[src/core/mode_ctrl_cfg.svh]
// offsets, field positions, reset values and decoding constants for the mode control block
`ifndef MODE_CTRL_CFG_SVH
`define MODE_CTRL_CFG_SVH
`define OFS_PRIMARY_CFG    8'h00
`define OFS_EXT_CFG        8'h04
`define OFS_STATUS_CFG     8'h08
`define OFS_COMMAND        8'h0C
`define OFS_STATE          8'h10
`define PRIMARY_CFG_RESET  16'h0000
`define EXT_CFG_RESET      16'h0000
`define STATUS_CFG_RESET   16'h0000
`define PC_MODE_HI         15
`define PC_MODE_LO         14
`define PC_AREA            13
`define PC_MSG_MON         12
`define PC_MSG_ERR_HALT    12
`define PC_FRM_ERR_HALT    11
`define PC_STS_MSG_HALT    10
`define PC_STS_FRM_HALT    9
`define PC_AUTO_REPEAT     8
`define PC_RO_MASK         16'h0007
`define EC_EXT_EN          15
`define EC_ALT_STATUS      5
`define SC_MASKING         12
`define SC_BCAST_MASK      11
`define CMD_START          0
`define CMD_STOP           1
`define CMD_SOFT_RESET     2
`define CW_MASK_HI         14
`define CW_MASK_LO         9
`define CW_BCAST           3
`define AREA_A_STACK       16'h0100
`define AREA_A_COUNT       16'h0101
`define AREA_B_STACK       16'h0104
`define AREA_B_COUNT       16'h0105
`endif

[src/core/mode_ctrl_pkg.sv]
// types shared by the mode control block and its neighbours
package mode_ctrl_pkg;
	typedef enum logic [3:0] {
		MODE_BC_PLAIN,
		MODE_BC_EXT,
		MODE_WORD_MON,
		MODE_MSG_MON,
		MODE_RT_PLAIN,
		MODE_RT_EXT,
		MODE_RT_MON,
		MODE_IDLE
	} op_mode_t;

	typedef struct packed {
		logic        msg_end;
		logic        word_err;
		logic        format_err;
		logic        timeout;
		logic        loop_fail;
		logic        retry_next;
		logic [7:0]  rt_status;
		logic [15:0] ctrl_word;
		logic        frame_end;
	} msg_evt_t;

	typedef struct packed {
		logic [15:0] stack_addr;
		logic [15:0] count_addr;
	} area_ptr_t;
endpackage : mode_ctrl_pkg

[src/core/mode_ctrl.sv]
// configuration register bank, mode decode and bus controller halt control
`timescale 1ns/100ps
`default_nettype none
`include "mode_ctrl_cfg.svh"
module mode_ctrl #(
	parameter bit FULL_FUNCTION = 1'b1
) (
	input  wire logic                   mclk,
	input  wire logic                   rst_n,
	input  wire logic                   wb_cyc_i,
	input  wire logic                   wb_stb_i,
	input  wire logic                   wb_we_i,
	input  wire logic [7:0]             wb_adr_i,
	input  wire logic [3:0]             wb_sel_i,
	input  wire logic [31:0]            wb_dat_i,
	output logic      [31:0]            wb_dat_o,
	output logic                        wb_ack_o,
	input  wire logic                   msg_active,
	input  wire logic                   frame_active,
	input  wire mode_ctrl_pkg::msg_evt_t evt,
	output mode_ctrl_pkg::op_mode_t     mode_q,
	output logic                        abort_q,
	output logic                        bc_running_q,
	output logic                        halt_q,
	output logic                        area_q,
	output mode_ctrl_pkg::area_ptr_t    ptr_q,
	output logic                        alt_status_q
);
	import mode_ctrl_pkg::*;

	logic        rst_s1_q;
	logic        rst_sync_n;
	logic [15:0] pcfg_q;
	logic [15:0] ecfg_q;
	logic [15:0] scfg_q;
	logic        frm_err_q;
	logic        frm_sts_q;
	logic        stop_req_q;

	// reset release through two stages, assertion stays asynchronous
	always_ff @(posedge mclk or negedge rst_n) begin
		if (!rst_n) begin
			rst_s1_q   <= 1'b0;
			rst_sync_n <= 1'b0;
		end else begin
			rst_s1_q   <= 1'b1;
			rst_sync_n <= rst_s1_q;
		end
	end

	function automatic op_mode_t decode_mode(input logic [15:0] pc, input logic ext,
			input logic full);
		op_mode_t m;
		m = MODE_IDLE;
		case ({pc[`PC_MODE_HI], pc[`PC_MODE_LO]})
			2'b00: m = !full ? MODE_IDLE : (ext ? MODE_BC_EXT : MODE_BC_PLAIN);
			2'b01: m = (pc[`PC_MSG_MON] && ext) ? MODE_MSG_MON : MODE_WORD_MON;
			2'b10: m = !ext ? MODE_RT_PLAIN :
				(pc[`PC_MSG_MON] ? MODE_RT_MON : MODE_RT_EXT);
			2'b11: m = MODE_IDLE;
			default: m = MODE_IDLE;
		endcase
		return m;
	endfunction : decode_mode

	function automatic logic is_bc(input op_mode_t m);
		return (m == MODE_BC_PLAIN) || (m == MODE_BC_EXT);
	endfunction : is_bc

	function automatic logic is_rt(input op_mode_t m);
		return (m == MODE_RT_PLAIN) || (m == MODE_RT_EXT) || (m == MODE_RT_MON);
	endfunction : is_rt

	// bus decode
	wire        wb_req    = wb_cyc_i && wb_stb_i && !wb_ack_o;
	wire        wr_lo     = wb_req && wb_we_i && wb_sel_i[0];
	wire        wr_hi     = wb_req && wb_we_i && wb_sel_i[1];
	wire        sel_pcfg  = (wb_adr_i == `OFS_PRIMARY_CFG);
	wire        sel_ecfg  = (wb_adr_i == `OFS_EXT_CFG);
	wire        sel_scfg  = (wb_adr_i == `OFS_STATUS_CFG);
	wire        sel_cmd   = (wb_adr_i == `OFS_COMMAND);
	wire        sel_state = (wb_adr_i == `OFS_STATE);
	wire        cmd_start = wr_lo && sel_cmd && wb_dat_i[`CMD_START];
	wire        cmd_stop  = wr_lo && sel_cmd && wb_dat_i[`CMD_STOP];
	wire        soft_rst  = wr_lo && sel_cmd && wb_dat_i[`CMD_SOFT_RESET];
	wire        ext_en    = ecfg_q[`EC_EXT_EN];

	// byte-lane merge of a 16-bit register
	function automatic logic [15:0] merge16(input logic [15:0] old, input logic [31:0] d,
			input logic lo, input logic hi);
		return {hi ? d[15:8] : old[15:8], lo ? d[7:0] : old[7:0]};
	endfunction : merge16

	// mode change handling
	wire op_mode_t new_mode  = decode_mode(pcfg_q, ext_en, FULL_FUNCTION);
	wire           rt_swap   = is_rt(mode_q) && is_rt(new_mode) &&
		((mode_q == MODE_RT_MON) != (new_mode == MODE_RT_MON));
	wire           hold_mode = msg_active && rt_swap;
	wire           leave_rt  = (is_rt(mode_q) || mode_q == MODE_WORD_MON ||
		mode_q == MODE_MSG_MON) && (is_bc(new_mode) || new_mode == MODE_IDLE);
	// plain RT going idle lets the message run out; nothing is cut short
	wire           quiet_idl = (mode_q == MODE_RT_PLAIN) && (new_mode == MODE_IDLE);
	wire           do_abort  = msg_active && (new_mode != mode_q) && !quiet_idl &&
		(leave_rt || (is_bc(mode_q) && new_mode == MODE_IDLE));
	wire op_mode_t mode_d    = hold_mode ? mode_q : new_mode;

	// area select: frozen while a BC frame or, outside BC modes, a message is open, ignored in word monitor
	wire area_busy = (is_bc(mode_q) && frame_active) || (!is_bc(mode_q) && msg_active);
	wire area_d    = (area_busy || mode_q == MODE_WORD_MON) ? area_q : pcfg_q[`PC_AREA];
	// one next value feeds both the area flag and the pointers, so a soft reset cannot split them
	wire area_nx   = soft_rst ? 1'b0 : area_d;

	// status set evaluation
	wire [7:0] sts_mask = {evt.ctrl_word[`CW_MASK_HI:`CW_MASK_LO], 2'b00};
	wire       bc_bit   = evt.ctrl_word[`CW_BCAST];
	wire       bc_rx    = evt.rt_status[0];
	wire       bc_flag  = scfg_q[`SC_BCAST_MASK] ? (!bc_bit && bc_rx) :
		(bc_rx != bc_bit);
	wire       rest_flg = scfg_q[`SC_MASKING] ? |(evt.rt_status[7:1] & ~sts_mask[7:1]) :
		|evt.rt_status[7:1];
	wire       bcm_flg  = scfg_q[`SC_MASKING] ? (bc_rx && !bc_bit) : bc_flag;
	wire       sts_set  = rest_flg || bcm_flg;
	wire       any_err  = evt.word_err || evt.format_err || evt.timeout || evt.loop_fail;

	// boundary events, a pending retry suppresses the message halt decision; frame and stop halts still apply
	wire final_end = evt.msg_end && !evt.retry_next;
	wire msg_halt  = final_end && ((pcfg_q[`PC_MSG_ERR_HALT] && any_err) ||
		(ext_en && pcfg_q[`PC_STS_MSG_HALT] && sts_set));
	wire err_acc   = frm_err_q || (final_end && any_err);
	wire sts_acc   = frm_sts_q || (final_end && sts_set);
	wire repeat_on = ext_en && pcfg_q[`PC_AUTO_REPEAT];
	wire frm_halt  = evt.frame_end && (!repeat_on ||
		(pcfg_q[`PC_FRM_ERR_HALT] && err_acc) ||
		(pcfg_q[`PC_STS_FRM_HALT] && sts_acc));
	wire stop_now  = (stop_req_q || cmd_stop) && (!msg_active || evt.msg_end);
	wire halt_ev   = bc_running_q && (msg_halt || frm_halt || stop_now);
	wire run_d     = (is_bc(mode_d) && !halt_ev && !do_abort && (bc_running_q ||
		cmd_start)) && !soft_rst;

	// register writes
	always_ff @(posedge mclk or negedge rst_sync_n) begin
		if (!rst_sync_n) begin
			pcfg_q <= `PRIMARY_CFG_RESET;
			ecfg_q <= `EXT_CFG_RESET;
			scfg_q <= `STATUS_CFG_RESET;
		end else if (soft_rst) begin
			pcfg_q <= `PRIMARY_CFG_RESET;
			ecfg_q <= `EXT_CFG_RESET;
			scfg_q <= `STATUS_CFG_RESET;
		end else begin
			if (sel_pcfg)
				pcfg_q <= merge16(pcfg_q, wb_dat_i, wr_lo, wr_hi) & ~`PC_RO_MASK;
			if (sel_ecfg)
				ecfg_q <= merge16(ecfg_q, wb_dat_i, wr_lo, wr_hi);
			if (sel_scfg)
				scfg_q <= merge16(scfg_q, wb_dat_i, wr_lo, wr_hi);
		end
	end

	// engine-facing state
	always_ff @(posedge mclk or negedge rst_sync_n) begin
		if (!rst_sync_n) begin
			mode_q       <= FULL_FUNCTION ? MODE_BC_PLAIN : MODE_IDLE;
			abort_q      <= 1'b0;
			bc_running_q <= 1'b0;
			halt_q       <= 1'b0;
			area_q       <= 1'b0;
			frm_err_q    <= 1'b0;
			frm_sts_q    <= 1'b0;
			stop_req_q   <= 1'b0;
			alt_status_q <= 1'b0;
		end else begin
			mode_q       <= mode_d;
			abort_q      <= do_abort;
			bc_running_q <= run_d;
			halt_q       <= halt_ev;
			area_q       <= area_nx;
			frm_err_q    <= (evt.frame_end || !bc_running_q) ? 1'b0 : err_acc;
			frm_sts_q    <= (evt.frame_end || !bc_running_q) ? 1'b0 : sts_acc;
			stop_req_q   <= run_d && !halt_ev && (stop_req_q || cmd_stop);
			// alternate status only counts once extended mode is on
			alt_status_q <= ext_en && ecfg_q[`EC_ALT_STATUS];
		end
	end

	// shared memory pointer locations follow the settled area
	always_ff @(posedge mclk or negedge rst_sync_n) begin
		if (!rst_sync_n) begin
			ptr_q <= '{`AREA_A_STACK, `AREA_A_COUNT};
		end else begin
			ptr_q <= area_nx ? '{`AREA_B_STACK, `AREA_B_COUNT} :
				'{`AREA_A_STACK, `AREA_A_COUNT};
		end
	end

	// read data; the area bit reads the settled copy
	wire [15:0] pcfg_rd  = {pcfg_q[15:14], area_q, pcfg_q[12:3],
		bc_running_q, frame_active, msg_active};
	wire [15:0] state_rd = {8'h00, 1'b0, halt_q, abort_q, bc_running_q, 4'(mode_q)};
	wire [15:0] rd_mux   = sel_pcfg ? pcfg_rd : sel_ecfg ? ecfg_q : sel_scfg ? scfg_q :
		sel_state ? state_rd : 16'h0000;

	// classic single-cycle slave: ack one cycle after request, unmapped reads zero
	always_ff @(posedge mclk or negedge rst_sync_n) begin
		if (!rst_sync_n) begin
			wb_ack_o <= 1'b0;
			wb_dat_o <= 32'h0000_0000;
		end else begin
			wb_ack_o <= wb_req;
			wb_dat_o <= wb_req ? {16'h0000, rd_mux} : 32'h0000_0000;
		end
	end

	// checks
	mode_idle_a: assert property (@(posedge mclk) disable iff (!rst_sync_n)
		(pcfg_q[15:14] == 2'b11 && !hold_mode) |=> (mode_q == MODE_IDLE))
		else $error("mode bits 11 did not select idle");
	mon_select_a: assert property (@(posedge mclk) disable iff (!rst_sync_n)
		(pcfg_q[15:14] == 2'b01 && !(pcfg_q[12] && ext_en)) |=> (mode_q == MODE_WORD_MON))
		else $error("word monitor not selected");
	rt_defer_a: assert property (@(posedge mclk) disable iff (!rst_sync_n)
		(msg_active && mode_q == MODE_RT_EXT && new_mode == MODE_RT_MON) |=>
		$stable(mode_q) || $past(evt.msg_end) || !$past(msg_active))
		else $error("RT mode swap took effect mid message");
	abort_mode_a: assert property (@(posedge mclk) disable iff (!rst_sync_n)
		(msg_active && is_rt(mode_q) && new_mode == MODE_BC_EXT) |=> abort_q)
		else $error("leaving RT mid message did not abort");
	quiet_idle_a: assert property (@(posedge mclk) disable iff (!rst_sync_n)
		(mode_q == MODE_RT_PLAIN && new_mode == MODE_IDLE) |=> !abort_q)
		else $error("plain RT to idle aborted");
	area_freeze_a: assert property (@(posedge mclk) disable iff (!rst_sync_n)
		(is_bc(mode_q) && frame_active && $past(frame_active)) |-> $stable(area_q))
		else $error("area changed inside a frame");
	msg_halt_a: assert property (@(posedge mclk) disable iff (!rst_sync_n)
		(bc_running_q && final_end && pcfg_q[12] && evt.timeout) |=>
		(halt_q && !bc_running_q))
		else $error("error halt missed");
	retry_go_a: assert property (@(posedge mclk) disable iff (!rst_sync_n)
		(bc_running_q && evt.msg_end && evt.retry_next && !evt.frame_end &&
		!stop_now && is_bc(mode_d) && !soft_rst) |=> bc_running_q)
		else $error("halt before retry");
	single_frame_a: assert property (@(posedge mclk) disable iff (!rst_sync_n)
		(bc_running_q && evt.frame_end && !repeat_on) |=> ##[0:1] !bc_running_q)
		else $error("single frame did not halt");
	ptr_area_a: assert property (@(posedge mclk) disable iff (!rst_sync_n)
		ptr_q.stack_addr == (area_q ? `AREA_B_STACK : `AREA_A_STACK))
		else $error("pointer does not match area");
	abort_idle_a: assert property (@(posedge mclk) disable iff (!rst_sync_n)
		(msg_active && is_bc(mode_q) && new_mode == MODE_IDLE) |=> abort_q)
		else $error("leaving BC mid message did not abort");
	area_word_a: assert property (@(posedge mclk) disable iff (!rst_sync_n)
		(mode_q == MODE_WORD_MON && !soft_rst) |=> $stable(area_q))
		else $error("area moved in word monitor");
	sts_halt_a: assert property (@(posedge mclk) disable iff (!rst_sync_n)
		(bc_running_q && final_end && ext_en && pcfg_q[10] && sts_set) |=>
		(halt_q && !bc_running_q))
		else $error("status halt missed");
	frm_err_a: assert property (@(posedge mclk) disable iff (!rst_sync_n)
		(bc_running_q && evt.frame_end && repeat_on && pcfg_q[11] && err_acc) |=> halt_q)
		else $error("frame error halt missed");
	stop_cmd_a: assert property (@(posedge mclk) disable iff (!rst_sync_n)
		(bc_running_q && stop_req_q && !msg_active) |=> !bc_running_q)
		else $error("stop did not halt at boundary");
	bus_ack_a: assert property (@(posedge mclk) disable iff (!rst_sync_n)
		wb_req |=> (wb_ack_o && !wb_req))
		else $error("bus request not acknowledged");
	start_cv: cover property (@(posedge mclk) disable iff (!rst_sync_n)
		!bc_running_q ##1 bc_running_q);
	halt_cv: cover property (@(posedge mclk) disable iff (!rst_sync_n)
		bc_running_q && frm_halt && repeat_on);
	abort_cv: cover property (@(posedge mclk) disable iff (!rst_sync_n) abort_q);
	defer_cv: cover property (@(posedge mclk) disable iff (!rst_sync_n) hold_mode [*3]);
	stop_cv: cover property (@(posedge mclk) disable iff (!rst_sync_n) stop_req_q && halt_ev);
endmodule : mode_ctrl
`default_nettype wire

[config.mk]
export PLATFORM = sky130hd
export DESIGN_NAME = mode_ctrl
export DESIGN_NICKNAME = d
export VERILOG_FILES = /design/src/core/mode_ctrl_pkg.sv /design/src/core/mode_ctrl.sv
export VERILOG_INCLUDE_DIRS = /design/src /design/src/core
export SDC_FILE = /design/constraint.sdc
export NUM_CORES = 1
export LEC_CHECK = 0
export BUFFER_PORTS_ARGS = -buffer_cell sky130_fd_sc_hd__buf_4
export CORE_UTILIZATION = 45
export CTS_CLUSTER_DIAMETER = 200
export DETAILED_ROUTE_END_ITERATION = 10
export GPL_ROUTABILITY_DRIVEN = 0
export GPL_TIMING_DRIVEN = 0
export PLACE_DENSITY = 0.76
export SYNTH_ARGS = -nofsm -noshare
export SYNTH_HDL_FRONTEND = slang
export SYNTH_SLANG_ARGS = --single-unit
[constraint.sdc]
create_clock -name mclk -period 4.1 [get_ports mclk]
set_input_delay 0.82 -clock mclk [delete_from_list [all_inputs] [get_ports mclk]]
set_output_delay 0.82 -clock mclk [all_outputs]
set_load 0.01 [all_outputs]
==> impl_metrics.yaml, run 1 <==
run_status:
  status: "finished clean"
sta:
  fmax_ghz: 0.340
  skew_ns: 0.00645
  timing.slew.headroom_pct: 44.8
  finalSetupViolations: 0
  hold_viol_final: 0
  fin_tns_setup_ns: 0
  fin_crit_ns: 2.94
  tightest_slew_ns: 0.828
  report.final.slew_viol_count: 0
  rsz0062_at_grt: "no"
  fin_crit_sh_pct: 71.7
route:
  routed_via_density: 5.10
  drt_first_pass_iters: 5
  wire_per_inst_um: 14.9
  vias: 3479
  detail-route-antenna-nets: 0
  wl_um: 10200
  drc: 0
  first_iter_violations: 187
critical_path:
  ff2ff_setup_slack_ns: 1.16
  cp_slowest_cell: "dfrtp_1"
  path_depth: 9
  rr_endpoint: "stop_req_q"
  worstSetupEndpointType: "register"
  crit_path_frequent_cell: "mux2_2"
  startpoint_type: "register"
  critical-path-top-delay-family: "multiplexers"
  path_max_fanout: 8
  path_cells: "clkbuf_1 > inv_1 > ha_1 > mux2_2 > a21oi_1 > mux2_2 > a32oi_1 > nand3_1 > nor4_1"
  endpoint: "stop_req_q"
  rr_startpoint: "pcfg_q[15]"
  timing.reg2reg.worst_path_depth: 9
  setup.worst_path.start: "pcfg_q[15]"
  crit_path_max_incr_delay_ns: 0.42
  cp.arrival_ns: 3.19
  crit_buf_inv: 2
  worstSetupPathType: "reg2reg"
  worstPathRequired_ns: 4.35
cells_and_area:
  nFillCells: 794
  diodes: 0
  layout.cells.non_filler: 682
  area_delta_synth_final_pct: 28.6
  num-nets-final: 658
  drive_above_1_share_pct: 29.6
  mostFrequentLayoutCells: "buf_4, dfrtp_1, nand2_1, conb_1, o21ai_0"
  final_common_cell: "buf_4"
logic_synthesis:
  synth_top_family_by_area: "compound AO/OA/AOI/OAI gates"
  synthCells: 429
  ys_ff_latch: 76
  ys.flop_type: "dfrtp_1"
  synth_seq_area_share_pct: 47.1
  synthMuxAreaShare_pct: 4.12
  synth-simple-area-share_pct: 16.8
  syn-cell-area_mm2: 0.00404
  yosysUniqueCellTypes: 55
  synth_enable_flop_cells: 0
  synthAdderAreaFrac_pct: 2.17
  synth_warnings: 0
  synth-xor-area-share_pct: 0.217
  async_reset_ff_share_pct: 100
  postSynthAreaPerCell_um2: 9.41
  synth_compound_area_share_pct: 17.3
die:
  initial_core_util_pct: 46.3
  rows: 34
  io_pins: 156
  dieArea_mm2: 0.00935
  die_y_um: 96.7
  core_area_mm2: 0.00872
  die_x_um: 96.7
clocking:
  clock_path_buffers: 2
  clk_latency_ns: 0.36
  post-cts-setup-buffer-count: 0
  clock_sinks: 76
  htree_levels: 3
  clockRootBuffer: "clkbuf_8"
  cts_tree: "done"
  path_clk_slew_ns: 0.08
  cts_buffers: 9
  ctsHoldBuffers: 0
  cts_resized: 0
global_routing:
  track_usage_pct: 22.5
  antenna_found_initial: 0
  grt_max_degree: 74
  grt_pass1_wl_um: 16600
  gr-total-overflow: 0
  first_global_vias: 3344
place:
  port_buffers: 82
  place_hpwl_um: 7510
  placed_cells: 666
flow_run:
  drv_cap: 0
power:
  p_per_area_mw_per_mm2: 292
  p_leak_uw: 0.00261
  ir_drop_mv: 0.132
hold_path:
  hold_class: "reg2async"
## worst reg2reg max path: stages (launching register included)
cell and delay (ns):
dfrtp_1 0.42, clkbuf_1 0.34, inv_1 0.12, ha_1 0.20, mux2_2 0.27, a21oi_1 0.39
mux2_2 0.39, a32oi_1 0.27, nand3_1 0.15, nor4_1 0.27
## Yosys cell counts (all sizes together) (3+ instances only)
cell | n | share of area [%]
dfrtp | 76 | 47
nand2 | 67 | 6.2
buf | 55 | 10
o21ai | 54 | 6.8
nor2 | 26 | 2.4
a21oi | 20 | 2.5
a22oi | 15 | 2.8
clkbuf | 11 | 1.0
inv | 11 | 1.0
mux2i | 11 | 2.7
ha | 7 | 2.2
nor4 | 7 | 1.1
nor3 | 6 | 1.1
mux2 | 5 | 1.4
nand2b | 5 | 0.77
nand4 | 4 | 0.62
a211oi | 3 | 0.56
a41oi | 3 | 1.5
and3 | 3 | 0.47
nor2b | 3 | 0.47
or2 | 3 | 0.47
## registers in the layout (all words and copies together) (netlist names), 4 cells and up
name      cells
ecfg_q       16
scfg_q       16
wb_dat_o     16
pcfg_q       13
mode_q        4
## how the worst min path moves through the flow
stage | startpoint | endpoint | slack [ns] | depth (start not counted)
3_3_place_gp | rst_s1_q | rst_sync_n | 0.34 | 0
5_1_grt | rst_sync_n | mode_q[3] | 0.12 | 0
2_1_floorplan | rst_s1_q | rst_sync_n | 0.33 | 0
3_5_place_dp | rst_sync_n | mode_q[3] | 0.11 | 0
6_report | rst_sync_n | mode_q[3] | 0.11 | 0
4_1_cts | rst_sync_n | mode_q[3] | 0.12 | 0
## kinds of logic after synthesis
group / after synthesis
adder cells (fa/ha/maj): 7
flip-flops: 76
other: 2
AO/OA/AOI/OAI: 111
XOR/XNOR: 1
multiplexers: 16
AND/OR/NAND/NOR: 139
buffers and inverters: 77
## per-stage QoR
stage               util [%]  setup slack, ns  hold slack, ns  total power, uW  cell area, um^2
CTS                     59.5             1.17           0.116             1530             5190
detailed placement      57.2            0.874           0.108              946             4990
finish                  59.5             1.16           0.114             1520             5190
floorplan                  -             1.43           0.331              874             4210
global placement        56.9            0.888           0.338              938             4960
global route            59.5            0.934           0.117             1570             5190
## metal layers
metal  vias up  GRT usage, %  part of all wire (%)
li1       1674             -                     -
met2       119          37.3                    50
met5         -             0                     0
met3        18          4.26                   5.4
met4         0          8.96                   1.8
met1      1668          28.9                    42
## where the power goes
part	internal [uW]	switching (uW)	leakage (uW)
combinational	83.9	86.5	0.00146
clock	296	289	0.0000983
sequential	756	6.36	0.00105
## layout make-up
class	instances	area [um^2]	area share [%]
clock inverters	6	63.8	1.23
inverters	11	41.3	0.795
clock buffers	10	138	2.65
well taps	108	135	2.60
multi-input cells	322	1820	35.0
plain buffers	66	449	8.65
repair buffers	83	643	12.4
flip-flops and latches	76	1910	36.7
No activity file was read; power rests on OpenSTA's default activity.
==> run 2: changes to the inputs <==
- ABC_AREA: unset -> 1
- PLACE_DENSITY: 0.76 -> 0.78
- clock period: 4.1 -> 2.4 ns (I/O delays scaled with it)
==> run 2 against run 1 <==
Largest power group unchanged. Die area grew 6.5%. Global-route usage shrank 0.10 points. Critical path type unchanged. Register-to-register slack lost 0.90 ns. Sequential power grew 73%. Worst hold slack gained 0.12 ns. Wire length grew 4.1%. Highest routed layer unchanged. Critical path depth grew 4.
==> impl_metrics.yaml, run 2 <==
critical_path:
  cp_slowest_cell: "dfrtp_1"
  worstPathRequired_ns: 2.68
  cp.arrival_ns: 2.42
  path_cells: "inv_1 > ha_1 > inv_1 > o21ai_0 > nand2_1 > nand2_1 > o21bai_1 > nand3_1 > nand2_1 > o21ai_0 > nor2_1 > nand2_1 > nor2_1"
  startpoint_type: "register"
  worstSetupEndpointType: "register"
  crit_path_max_incr_delay_ns: 0.47
  critical-path-top-delay-family: "simple AND/OR/NAND/NOR gates"
  worstSetupPathType: "reg2reg"
  crit_path_frequent_cell: "nand2_1"
  crit_buf_inv: 2
  path_max_fanout: 7
route:
  drc: 0
  routed_via_density: 4.83
  drt_first_pass_iters: 5
  vias: 3779
  wl_um: 10600
  first_iter_violations: 204
  detail-route-antenna-nets: 0
  wire_per_inst_um: 13.5
global_routing:
  antenna_found_initial: 0
  gr-total-overflow: 0
  first_global_vias: 3610
  track_usage_pct: 22.3
  grt_pass1_wl_um: 17300
  grt_max_degree: 53
logic_synthesis:
  ys_ff_latch: 76
  synth-xor-area-share_pct: 0.203
  synth_seq_area_share_pct: 44.2
  postSynthAreaPerCell_um2: 8.46
  synthCells: 509
  synth_warnings: 0
  yosysMostFrequentCell: "nand2_1"
  async_reset_ff_share_pct: 100
  yosys.area.top_type_share_pct: 44.2
  synth_top_family_by_area: "simple AND/OR/NAND/NOR gates"
  yosys.area.top_type: "dfrtp_1"
  synth-simple-area-share_pct: 20.4
  synth_enable_flop_cells: 0
  synthAdderAreaFrac_pct: 2.03
  synth_common_cells: "nand2_1, dfrtp_1, inv_1"
  syn-cell-area_mm2: 0.00430
  synthTopCellsByArea: "dfrtp_1, nand2_1, buf_4"
  synthMuxAreaShare_pct: 0
  ys.flop_type: "dfrtp_1"
  synth_compound_area_share_pct: 16.6
  yosysUniqueCellTypes: 38
flow_run:
  drv_cap: 0
die:
  die_y_um: 99.8
  dieArea_mm2: 0.00996
  die_x_um: 99.8
  io_pins: 156
  rows: 35
  core_area_mm2: 0.00924
  initial_core_util_pct: 46.6
clocking:
  clock_sinks: 76
  clk_latency_ns: 0.35
  cts_buffers: 9
  htree_levels: 3
  cts_tree: "done"
  clock_path_buffers: 2
  clockRootBuffer: "clkbuf_8"
  path_clk_slew_ns: 0.08
cells_and_area:
  diodes: 0
  area_delta_synth_final_pct: 27.5
  reg.largest.list: "ecfg_q (16), scfg_q (16), wb_dat_o (16)"
  layout.cells.non_filler: 783
  fin_area_mm2: 0.00549
  utilization_pct: 59.4
  mostFrequentLayoutCells: "buf_4, nand2_1, dfrtp_1, inv_1, conb_1"
  final_common_cell: "buf_4"
  num-nets-final: 738
  drive_above_1_share_pct: 30.7
sta:
  skew_ns: 0.00882
  report.final.slew_viol_count: 0
  timing.slew.headroom_pct: 64.8
  fin_tns_setup_ns: 0
  tightest_slew_ns: 0.528
  fin_crit_ns: 2.14
  fmax_ghz: 0.467
  rsz0062_at_grt: "no"
  finalSetupViolations: 0
  fin_crit_sh_pct: 89.3
  hold_viol_final: 0
place:
  placed_cells: 766
  port_buffers: 81
  place_hpwl_um: 7820
  placed_area_mm2: 0.00528
power:
  p_sw_uw: 679
  power_uw: 2640
  swShare_pct: 25.7
  p_per_area_mw_per_mm2: 481
  p_clk_share_pct: 37.5
  p_leak_uw: 0.00296
  ir_drop_mv: 0.240
  p_seq_share_pct: 50.0
  power_frac_comb_pct: 12.4
  internal_power_uw: 1960
hold_path:
  hold_class: "reg2async"
run_status:
  status: "finished clean"
## run 2: power by group through the flow
| stage | sequential [uW] | combinational [uW] | clock, uW |
|---|---|---|---|
| after global placement | 1360 | 294 | 0 |
| final | 1320 | 328 | 992 |
| after floorplan | 1350 | 185 | 0 |
| after CTS | 1320 | 326 | 1010 |
| after detailed placement | 1350 | 323 | 0 |
| after global routing | 1320 | 363 | 1060 |
## run 2: per-stage QoR
stage / worst slack, ns / hold WS [ns]
2_1_floorplan: 0.127 / 0.184
3_3_place_gp: -0.633 / 0.263
3_5_place_dp: 0.133 / 0.239
4_1_cts: 0.221 / 0.249
5_1_grt: 0.0423 / 0.271
6_report: 0.258 / 0.238
## run 2: what timing repair did
| action | in CTS | in global routing |
|---|---|---|
| endpoints found under the setup margin | 0 | 2 |
| buffers inserted | 0 | 0 |
| gates resized for setup | 0 | 1 |
| hold endpoints to repair | 2 | 0 |
| hold buffers | 1 | 0 |
## run 2: layer usage
metal	part of all wire [%]	GRT usage, %
met1	41	27.7
met2	52	39.7
met3	5.7	2.30
met4	1.9	9.50
met5	0	0
## run 2: cells by family (layout without fill, tap and decap cells)
kind of cell,Yosys count,after routing
buf+inv,126,225
simple gates,189,189
xor+xnor,1,1
other cells,2,48
compound gates,108,108
fa+ha+maj,7,7
flops,76,76
## run 2: worst paths after layout
kind	endpoint	depth (start not counted)	slack [ns]	start
max	stop_req_q	13	0.26	pcfg_q[15]
min	mode_q[0]	0	0.24	rst_sync_n
max reg2reg	stop_req_q	13	0.26	pcfg_q[15]
min reg2reg	mode_q[0]	0	0.24	rst_sync_n
max in group asynchronous	ecfg_q[2]	1	1.60	rst_sync_n
min in group mclk	frm_err_q	2	0.30	evt[0]
## run 2: cell type report
cell class                      instances  area, um^2
Buffer                                 59         452
Clock buffer                           10         138
Clock inverter                          6        63.8
Tap cell                              129         161
Sequential cell                        76        1910
Inverter                               67         254
Fill cell                             825        3750
Multi-Input combinational cell        353        1870
Timing Repair Buffer                   83         646
## run 2: worst reg2reg max path, delay by kind of cell, from the launching register on
kind	cells	cell delay, ns
AOI/OAI and AO/OA	3	0.38
and+or+nand+nor	7	0.81
DFF	1	0.47
buffers and inverters	2	0.22
adders and majority gates	1	0.21
==> run 3: changes to the inputs <==
- PLACE_DENSITY: 0.78 -> 0.85
==> run 3 against run 2 <==
Count of clock-buffer cells in the layout up 2. Clock skew about the same. Utilization down 0.12 points. Global-route usage down 0.14 points. Critical endpoint unchanged.
==> impl_metrics.yaml, run 3 (same netlist as run 2, synthesis figures left out) <==
critical_path:
  worstPathRequired_ns: 2.65
  cp_slowest_cell: "dfrtp_1"
  path_max_fanout: 6
  crit_path_max_incr_delay_ns: 0.45
  worstSetupPathType: "reg2reg"
  path_cells: "inv_1 > ha_1 > inv_1 > o21ai_0 > nand2_1 > nand2_1 > nor2_1 > nand2_1 > nand3_1 > o21ai_0 > nor2_1 > nand2_1 > nor2_1"
  cp.arrival_ns: 2.36
  startpoint_type: "register"
  worstSetupEndpointType: "register"
  crit_path_frequent_cell: "nand2_1"
clocking:
  clockRootBuffer: "clkbuf_8"
  path_clk_slew_ns: 0.08
  cts_buffers: 9
  clock_sinks: 76
  htree_levels: 3
  cts_resized: 0
  post-cts-setup-buffer-count: 0
  cts_tree: "done"
  ctsHoldBuffers: 1
  clk_latency_ns: 0.36
  clock_path_buffers: 2
global_routing:
  grt_pass1_wl_um: 17100
  antenna_found_initial: 0
  gr-total-overflow: 0
  grt_max_degree: 75
  first_global_vias: 3729
  track_usage_pct: 22.2
power:
  p_clk_share_pct: 39.9
  power_frac_comb_pct: 11.2
  p_leak_uw: 0.00296
  p_sw_uw: 669
  internal_power_uw: 2060
  p_seq_share_pct: 48.9
  ir_drop_mv: 0.243
  swShare_pct: 24.5
  p_per_area_mw_per_mm2: 499
cells_and_area:
  diodes: 0
  nFillCells: 776
  reg.largest.list: "ecfg_q (16), scfg_q (16), wb_dat_o (16)"
  final_common_cell: "buf_4"
  area_delta_synth_final_pct: 27.3
  mostFrequentLayoutCells: "buf_4, nand2_1, dfrtp_1, inv_1, conb_1"
  num-nets-final: 737
  drive_above_1_share_pct: 30.2
run_status:
  status: "finished clean"
route:
  drt_first_pass_iters: 5
  drc: 0
  wire_per_inst_um: 13.4
  routed_via_density: 4.92
  wl_um: 10500
  detail-route-antenna-nets: 0
  vias: 3847
  first_iter_violations: 234
sta:
  fmax_ghz: 0.472
  hold_viol_final: 0
  skew_ns: 0.00833
  setup_slack_ns: 0.283
  timing.slew.headroom_pct: 38.0
  tightest_slew_ns: 0.930
  fin_crit_ns: 2.12
  finalSetupViolations: 0
  report.final.slew_viol_count: 0
  rsz0062_at_grt: "no"
  fin_tns_setup_ns: 0
  fin_crit_sh_pct: 88.2
hold_path:
  hold_class: "in2reg"
die:
  initial_core_util_pct: 46.6
  dieArea_mm2: 0.00996
  die_x_um: 99.8
  die_y_um: 99.8
  io_pins: 156
  rows: 35
  core_area_mm2: 0.00924
place:
  place_hpwl_um: 7940
  dp_slack_ns: 0.141
  port_buffers: 81
flow_run:
  drv_cap: 0
run 3: power groups by stage:
stage | clock [uW] | combinational, uW | sequential (uW)
floorplan | 0 | 185 | 1350
global placement | 0 | 293 | 1360
detailed placement | 0 | 300 | 1360
CTS | 1100 | 302 | 1340
global route | 1150 | 339 | 1340
finish | 1090 | 306 | 1340
run 3: worst max-delay path, delay by kind of cell (launching register included):
| family | cells | cell delay [ns] |
|---|---|---|
| DFF | 1 | 0.45 |
| AOI/OAI and AO/OA | 2 | 0.44 |
| adders and majority gates | 1 | 0.19 |
| buffers and inverters | 2 | 0.24 |
| and+or+nand+nor | 8 | 0.70 |
run 3: worst paths after layout:
path | start | endpoint | slack (ns) | depth (start not counted)
max in group asynchronous | rst_sync_n | mode_q[3] | 1.32 | 0
setup / recovery | pcfg_q[14] | stop_req_q | 0.28 | 13
hold / removal | evt[0] | frm_sts_q | 0.30 | 2
min in group asynchronous | rst_n | rst_sync_n | 0.45 | 2
hold reg to reg | rst_s1_q | rst_sync_n | 0.36 | 0
setup reg to reg | pcfg_q[14] | stop_req_q | 0.28 | 13
run 3: layout make-up:
| class | count | area [um^2] | share of cell area (%) |
|---|---|---|---|
| timing repair buffer | 82 | 618 | 11.3 |
| clock inverter | 4 | 72.6 | 1.32 |
| inverter | 67 | 254 | 4.64 |
| multi-input combinational | 353 | 1870 | 34.1 |
| tap | 129 | 161 | 2.95 |
| sequential | 76 | 1910 | 34.8 |
| buffer | 59 | 452 | 8.25 |
| clock buffer | 12 | 145 | 2.65 |
run 3: through the flow:
| stage | area, um^2 | util, % | std cells | hold WS [ns] | total power [uW] |
|---|---|---|---|---|---|
| final | 5480 | 59.3 | 782 | 0.296 | 2730 |
| after global placement | 5250 | 56.8 | 765 | 0.263 | 1650 |
| after global routing | 5480 | 59.3 | 782 | 0.286 | 2840 |
| after CTS | 5480 | 59.3 | 782 | 0.283 | 2740 |
| after detailed placement | 5250 | 56.8 | 765 | 0.264 | 1660 |
| after floorplan | 4480 | - | 555 | 0.184 | 1540 |
run 3: metal layers:
metal	track usage, %	part of all wire (%)	up-vias	wire length [um]
met3	4.25	7.5	30	791
met4	11.3	3.1	0	325
met5	0	0	-	0
met2	37.7	51	194	5360
met1	27.0	38	1795	4030
li1	-	-	1828	-
